==> src/include/ccsh_regs.svh <==
// Constants for the common command and status handler
`ifndef CCSH_REGS_SVH
`define CCSH_REGS_SVH
`define CCSH_OPC_BIT 0
`define CCSH_SUMMARY_BIT 6
`define CCSH_SRE_RESET 8'h00
`define CCSH_STB_RESET 7'h00
`define CCSH_EVT_RESET 8'h00
`define CCSH_RST_TIME_S 20
`endif

==> src/include/ccsh_pkg.sv <==
// Types for the common command and status handler
`default_nettype none
package ccsh_pkg;
  typedef enum logic [3:0] {
    CMD_OPC = 4'h0,
    CMD_OPC_Q = 4'h1,
    CMD_RST = 4'h2,
    CMD_SRE = 4'h3,
    CMD_SRE_Q = 4'h4,
    CMD_STB_Q = 4'h5,
    CMD_WAI = 4'h6
  } ccsh_cmd_e;
  typedef enum logic [2:0] {
    ARG_NONE = 3'h0,
    ARG_BLOCK = 3'h1,
    ARG_IMMEDIATE = 3'h2
  } ccsh_arg_e;
  typedef struct packed {
    ccsh_cmd_e cmd;
    ccsh_arg_e arg;
    logic [7:0] value;
  } ccsh_req_s;
  typedef struct packed {
    logic [7:0] data;
    logic is_query;
  } ccsh_rsp_s;
  typedef enum logic [2:0] {
    ST_IDLE = 3'b001,
    ST_WAIT = 3'b010,
    ST_RESET = 3'b100
  } ccsh_state_e;
endpackage : ccsh_pkg
`default_nettype wire

==> src/hdl/ccsh_handler.sv <==
// Common command and status handler
//
// Function
// RL1 - Operation-complete query with no argument: immediate in legacy mode, else blocking.
// RL2 - Immediate argument answers at once with current completion state.
// RL3 - Reset command restores defaults, manual mode, clears transient list, keeps stored data.
// RL4 - Controller allows twenty seconds for reset before further commands.
// RL5 - Mask write loads service request enable mask with value 0-255.
// RL6 - Service request enable mask is kept in retained storage.
// RL7 - Mask query returns mask then clears it to zero.
// RL8 - Status byte query returns eight-bit byte then resets it.
// RL9 - Wait command holds off later commands until pending operations complete.
// RL10 - Event status bit 0 set when pending operation completes.
// RL11 - Status byte bit 6 summarises other bits and flags service request.
// RL12 - Set mask bit unmasks status bit; master summary bit never masked.
`default_nettype none
`include "ccsh_regs.svh"
module ccsh_handler #(
  parameter int CLK_HZ = 250000000,
  // Twenty seconds of clocks needs more than 32 bits
  parameter longint RST_CYCLES = longint'(`CCSH_RST_TIME_S) * longint'(CLK_HZ)
) (
  // Clock and reset
  input wire logic clk,
  input wire logic rst_b,
  // Command request
  input wire logic req_valid,
  input wire ccsh_pkg::ccsh_req_s req,
  output logic req_ready,
  // Response
  output logic rsp_valid,
  output ccsh_pkg::ccsh_rsp_s rsp,
  // Instrument status
  input wire logic legacy_compatible_mode,
  input wire logic op_pending,
  input wire logic [6:0] status_sources,
  input wire logic status_clear,
  // Event status register out and clear
  output logic [7:0] standard_event_status_reg,
  input wire logic event_read_clear,
  // Reset effects
  output logic manual_mode_set,
  output logic transient_list_clear,
  output logic reset_busy,
  // Service request
  output logic [7:0] sre_mask,
  output logic service_request
);
  logic [6:0] stb_ff, nxt_stb;
  logic [7:0] evt_ff, nxt_evt;
  logic pend_ff, nxt_pend;
  logic opc_armed_ff, nxt_opc_armed;
  logic [32:0] rst_cnt_ff, nxt_rst_cnt;
  ccsh_pkg::ccsh_state_e state_ff, nxt_state;
  ccsh_pkg::ccsh_rsp_s rsp_ff, nxt_rsp;
  logic rsp_valid_ff, nxt_rsp_valid;
  logic wait_query_ff, nxt_wait_query;
  logic mask_wr;
  logic [7:0] mask_wdata;
  logic [7:0] stb_full;
  logic summary;
  logic take;

  // Retained mask store, untouched by command reset
  ccsh_nv_mask u_mask (
    .clk(clk),
    .por_b(rst_b),
    .wr_en(mask_wr),
    .wr_data(mask_wdata),
    .mask(sre_mask)
  ); // RL6

  // Status byte with summary bit 6
  assign summary = |(stb_ff & {sre_mask[7], sre_mask[5:0]}); // RL11 RL12
  assign stb_full = {stb_ff[6], summary, stb_ff[5:0]}; // RL11
  assign service_request = summary;

  assign req_ready = (state_ff == ccsh_pkg::ST_IDLE);
  assign take = req_valid && req_ready;
  assign rsp_valid = rsp_valid_ff;
  assign rsp = rsp_ff;
  assign standard_event_status_reg = evt_ff;
  assign reset_busy = (state_ff == ccsh_pkg::ST_RESET);
  assign manual_mode_set = take && (req.cmd == ccsh_pkg::CMD_RST); // RL3
  assign transient_list_clear = manual_mode_set; // RL3

  // Next-state logic for command handling and status
  always_comb
  begin
    nxt_state = state_ff;
    nxt_stb = stb_ff | status_sources;
    nxt_evt = evt_ff;
    nxt_pend = op_pending;
    nxt_opc_armed = opc_armed_ff;
    nxt_rst_cnt = rst_cnt_ff;
    nxt_rsp = rsp_ff;
    nxt_rsp_valid = 1'b0;
    nxt_wait_query = wait_query_ff;
    mask_wr = 1'b0;
    mask_wdata = sre_mask;
    if (event_read_clear)
      nxt_evt = `CCSH_EVT_RESET;
    if (status_clear)
      nxt_stb = status_sources;
    // Completion sets event bit; set beats clear
    if (opc_armed_ff && pend_ff && !op_pending)
    begin
      nxt_evt[`CCSH_OPC_BIT] = 1'b1; // RL10
      nxt_opc_armed = 1'b0;
    end
    case (state_ff)
      ccsh_pkg::ST_IDLE:
      begin
        if (take)
        begin
          case (req.cmd)
            ccsh_pkg::CMD_OPC:
            begin
              if (op_pending)
                nxt_opc_armed = 1'b1;
              else
                nxt_evt[`CCSH_OPC_BIT] = 1'b1; // RL10
            end
            ccsh_pkg::CMD_OPC_Q:
            begin
              if (req.arg == ccsh_pkg::ARG_IMMEDIATE ||
                  (req.arg == ccsh_pkg::ARG_NONE && legacy_compatible_mode)) // RL1
              begin
                nxt_rsp = '{data: {7'h00, !op_pending}, is_query: 1'b1}; // RL2
                nxt_rsp_valid = 1'b1;
              end
              else
              begin
                nxt_wait_query = 1'b1; // RL1
                nxt_state = ccsh_pkg::ST_WAIT;
              end
            end
            ccsh_pkg::CMD_RST:
            begin
              nxt_stb = `CCSH_STB_RESET; // RL3
              nxt_evt = `CCSH_EVT_RESET;
              nxt_opc_armed = 1'b0;
              nxt_rst_cnt = 33'(RST_CYCLES - 1);
              nxt_state = ccsh_pkg::ST_RESET;
            end
            ccsh_pkg::CMD_SRE:
            begin
              mask_wr = 1'b1; // RL5
              mask_wdata = req.value;
            end
            ccsh_pkg::CMD_SRE_Q:
            begin
              nxt_rsp = '{data: sre_mask, is_query: 1'b1}; // RL7
              nxt_rsp_valid = 1'b1;
              mask_wr = 1'b1; // RL7
              mask_wdata = 8'h00;
            end
            ccsh_pkg::CMD_STB_Q:
            begin
              nxt_rsp = '{data: stb_full, is_query: 1'b1}; // RL8
              nxt_rsp_valid = 1'b1;
              nxt_stb = status_sources; // RL8
            end
            ccsh_pkg::CMD_WAI:
            begin
              nxt_wait_query = 1'b0;
              nxt_state = ccsh_pkg::ST_WAIT; // RL9
            end
            default:
            begin
              nxt_state = ccsh_pkg::ST_IDLE;
            end
          endcase
        end
      end
      ccsh_pkg::ST_WAIT:
      begin
        // Hold off further commands until work drains
        if (!op_pending)
        begin
          nxt_state = ccsh_pkg::ST_IDLE; // RL9
          if (wait_query_ff)
          begin
            nxt_rsp = '{data: 8'h01, is_query: 1'b1}; // RL1
            nxt_rsp_valid = 1'b1;
          end
          nxt_wait_query = 1'b0;
        end
      end
      ccsh_pkg::ST_RESET:
      begin
        // Reset busy window, controller must wait it out
        if (rst_cnt_ff == 33'h0)
          nxt_state = ccsh_pkg::ST_IDLE; // RL4
        else
          nxt_rst_cnt = rst_cnt_ff - 33'h1;
      end
      default:
      begin
        nxt_state = ccsh_pkg::ST_IDLE;
      end
    endcase
  end

  // State registers
  always_ff @(posedge clk or negedge rst_b)
  begin
    if (!rst_b)
    begin
      state_ff <= ccsh_pkg::ST_IDLE;
      stb_ff <= `CCSH_STB_RESET;
      evt_ff <= `CCSH_EVT_RESET;
      pend_ff <= 1'b0;
      opc_armed_ff <= 1'b0;
      rst_cnt_ff <= 33'h0;
      rsp_ff <= '0;
      rsp_valid_ff <= 1'b0;
      wait_query_ff <= 1'b0;
    end
    else
    begin
      state_ff <= nxt_state;
      stb_ff <= nxt_stb;
      evt_ff <= nxt_evt;
      pend_ff <= nxt_pend;
      opc_armed_ff <= nxt_opc_armed;
      rst_cnt_ff <= nxt_rst_cnt;
      rsp_ff <= nxt_rsp;
      rsp_valid_ff <= nxt_rsp_valid;
      wait_query_ff <= nxt_wait_query;
    end
  end
endmodule : ccsh_handler
`default_nettype wire

==> src/hdl/ccsh_nv_mask.sv <==
// Retained storage cell for the service request enable mask
`default_nettype none
`include "ccsh_regs.svh"
module ccsh_nv_mask (
  // Clock and power-on reset only
  input wire logic clk,
  input wire logic por_b,
  // Write port
  input wire logic wr_en,
  input wire logic [7:0] wr_data,
  // Stored mask
  output logic [7:0] mask
);
  logic [7:0] mask_ff;
  logic [7:0] nxt_mask;

  // Load on write, otherwise hold
  always_comb
  begin
    nxt_mask = wr_en ? wr_data : mask_ff;
  end

  // Only the power-on reset touches it, never a command reset
  always_ff @(posedge clk or negedge por_b)
  begin
    if (!por_b)
      mask_ff <= `CCSH_SRE_RESET;
    else
      mask_ff <= nxt_mask;
  end

  assign mask = mask_ff;
endmodule : ccsh_nv_mask
`default_nettype wire

==> config.mk <==
export PLATFORM = sky130hd
export DESIGN_NAME = ccsh_handler
export DESIGN_NICKNAME = d
export VERILOG_FILES = /design/src/include/ccsh_pkg.sv /design/src/hdl/ccsh_handler.sv /design/src/hdl/ccsh_nv_mask.sv
export VERILOG_INCLUDE_DIRS = /design/src /design/src/include
export SDC_FILE = /design/constraint.sdc
export NUM_CORES = 1
export LEC_CHECK = 0
export ABC_AREA = 0
export BUFFER_PORTS_ARGS = -buffer_cell sky130_fd_sc_hd__buf_2
export CORE_MARGIN = 5
export CORE_UTILIZATION = 56
export DETAILED_ROUTE_END_ITERATION = 12
export PLACE_DENSITY = 0.78
export RECOVER_POWER = 50
export SETUP_SLACK_MARGIN = 0.05
export SLEW_MARGIN = 10
export SYNTH_ARGS = -nofsm -noshare
export SYNTH_HDL_FRONTEND = slang
export SYNTH_SLANG_ARGS = --single-unit
==> constraint.sdc <==
create_clock -name clk -period 3.1 [get_ports clk]
set_clock_uncertainty 0.1 [all_clocks]
set_input_delay 0.62 -clock clk [delete_from_list [all_inputs] [get_ports clk]]
set_output_delay 0.62 -clock clk [all_outputs]
set_load 0.005 [all_outputs]
==> impl_metrics.toml <==
[status]
status = "complete, no violations"

[clocking]
path_clk_slew_ns = 0.08
cts_setup_buffers = 0
worst_skew_pair.late_latency_ns = 0.35
cts_resized = 0
clock_path_buffers = 2
ctsHoldBuffers = 0
root_buffer = "clkbuf_8"
cts_sinks = 72
cts_tree = "yes"
htree_num_levels = 3
cts_made_buffers = 9

[route]
vias = 3072
vias_per_cell = 6.11
routedWlPerCell_um = 16.1
ant_nets = 0
routed_wl_um = 8110
dr.pass1.iters = 4
first_iter_violations = 268
drc = 0

[setup_path]
cpMaxStageDelayCell = "dfstp_2"
reg2regPathDepth = 5
cp-start-kind = "flop"
arrival_ns = 1.85
required_ns = 2.38
critPathBufInv = 2
path_cells = "and4bb_2 -> nor2b_1 -> nand3_1 -> inv_1 -> buf_2"
r2r-start = "rst_cnt_ff[21]"
cp_max_fo = 5
reg2reg_to = "rst_cnt_ff[6]"
crit_family = "simple AND/OR/NAND/NOR gates"
slowest_delay_ns = 0.55
end_kind = "output port"
path_class = "flop to output port"
r2r_slack_ns = 0.71

[global_route]
grt_pass1_vias = 2997
grt_pass1_wl_um = 14100
grt_antenna_before_repair = 0
track_usage = 0.208
grt_max_degree = 45
grt-ovfl-total = 0

[run]
maxCapViolCount = 0

[finish]
area_growth_pct = 15.4
multi_input_area_mm2 = 0.00168
top_register = "rst_cnt_ff"
most-common-layout-cells = "dfrtp_1 (71), buf_2 (52), nand2_1 (29)"
fillers = 536
largest_reg_flops = 33
layout_commonest_cell = "dfrtp_1"
regArea_mm2 = 0.00180
stdcell_count = 503
final_layout_size_suffix_gt1_frac = 0.211
antennaDiodeCount = 0
layout.nets = 451

[placed_design]
numPlacedInstances = 487
port_buffers = 59
dp_hpwl_um = 5930
routabilityCongestion = 0.852

[logic_synthesis]
synth_flop_cell = "dfrtp_1"
synth_area_leaders = "dfrtp_1 (50%), mux2i_1 (4.5%), o21ai_0 (3.5%), nand2_1 (3.0%), nor2_1 (2.8%)"
synth_top_area_frac = 0.495
synth-edff-count = 0
ys_seq_area_frac = 0.503
syn_nets = 390
ys_seq_elements = 72
synth_area_leader_cell = "dfrtp_1"
synth.cell_area_mm2 = 0.00359
synthDistinctLibCells = 58
synth_warnings = 0
synth_cells = 360
synth.avg_cell_area_um2 = 9.96
async_reset_ff_frac = 1.00

[floorplan]
die_area_mm2 = 0.00811
die_height_um = 90.0
start_util = 0.571
rows = 29
io_pins = 60
core_area_mm2 = 0.00628
die_x_um = 90.0

[timing]
max_slew_margin = 0.371
setup_tns_ns = 0
min_period_ns = 2.57
final_hold_viol_count = 0
slew_viol_final = 0
worst_pin_slew_ns = 0.943
period_share = 0.828
rsz0062_at_grt = "no"
fmax_ghz = 0.389
setup_viol_count_final = 0

[power]
seqPwrFrac = 0.534
p_total_mw = 1.78
power_frac_comb = 0.038
p_int_mw = 1.37
total_leakage_power_nw = 1.79
ir_worst_vdd_v = 0.000314
swShare = 0.234
clkPwrFrac = 0.428
netSwitchingPower_uw = 417
power_density_mw_per_mm2 = 431

[min_path]
hp-class = "input port to asynchronous set/reset pin"
[per-stage QoR]
stage	hold WS, ns	instance area (um^2)	setup WS (ns)	utilization
floorplan	0.224	3590	0.593	-
global placement	0.346	3950	0.771	0.629
detailed placement	0.360	3950	0.737	0.629
CTS	0.332	4160	0.513	0.662
global route	0.379	4140	0.410	0.659
finish	0.308	4140	0.532	0.659
[layout make-up]
| cell class | count | area share |
|---|---|---|
| Clock inverter | 6 | 0.0163 |
| Clock buffer | 10 | 0.0333 |
| Inverter | 7 | 0.00756 |
| Multi-Input combinational cell | 266 | 0.406 |
| Sequential cell | 72 | 0.436 |
| Tap cell | 77 | 0.0233 |
| Timing Repair Buffer | 65 | 0.0783 |
[metal layers]
| metal | vias up | routed length, um | track usage | part of all wire |
|---|---|---|---|---|
| met5 | - | 0 | 0 | 0 |
| met4 | 0 | 159 | 0.0806 | 0.020 |
| met3 | 17 | 476 | 0.0451 | 0.059 |
| met2 | 91 | 3830 | 0.319 | 0.47 |
| met1 | 1501 | 3650 | 0.288 | 0.45 |
| li1 | 1463 | - | - | - |
[worst max-delay path by stage]
stage,start,to,slack [ns],cells after the start
2_1_floorplan,req_valid,transient_list_clear,0.59,6
3_3_place_gp,req_valid,manual_mode_set,0.77,6
3_5_place_dp,req_valid,standard_event_status_reg[4],0.74,8
4_1_cts,state_ff[0],transient_list_clear,0.51,5
5_1_grt,state_ff[0],manual_mode_set,0.41,5
6_report,state_ff[0],transient_list_clear,0.53,5
[power by group through the flow]
stage	logic [mW]	registers [mW]	clock network [mW]
floorplan	0.0251	0.968	0
CTS	0.0710	0.952	0.770
detailed placement	0.0708	0.970	0
global route	0.0794	0.952	0.814
global placement	0.0695	0.970	0
finish	0.0678	0.952	0.764
[cell families after synthesis]
| logic type | share of synthesized area |
|---|---|
| and+or+nand+nor | 0.271 |
| buffers and inverters | 0.0293 |
| adders and majority gates | 0.00349 |
| AOI/OAI and AO/OA | 0.138 |
| muxes | 0.0509 |
| xor gates and xnor gates | 0.00488 |
| DFF | 0.503 |
[worst reg2reg max path, stage by stage, from the launching register on]
cell and delay (ns):
dfrtp_1 0.45, nor3_1 0.53, nand4_2 0.34, nor3_1 0.35, nor3_1 0.08, or3b_2 0.43
[cell usage after synthesis, types with 2 or more instances]
master and count:
o2bb2ai_1 7, o41ai_1 2, and3b_1 2, nor2_1 27, nor3_1 16, a22oi_1 2
mux2_2 2, nor3_2 2, o211ai_1 5, buf_1 3, nand4b_1 3, and4_1 4
mux2i_1 16, o211a_1 2, or4_4 3, nand2b_1 4, nand3_1 15, a21oi_1 17
dfrtp_1 71, nand3b_1 3, or3_1 10, nor3b_1 5, xnor2_1 2, nand2_1 29
or3b_1 2, o31ai_2 2, o31ai_1 4, a31oi_1 2, nand4_1 7, or4_1 4
inv_1 6, o21ai_0 25, clkbuf_1 7, buf_2 2, nor4_1 8, and3_1 5
buf_4 2, and2_1 10, o21ai_1 3
No activity file was read; power rests on OpenSTA's default activity.
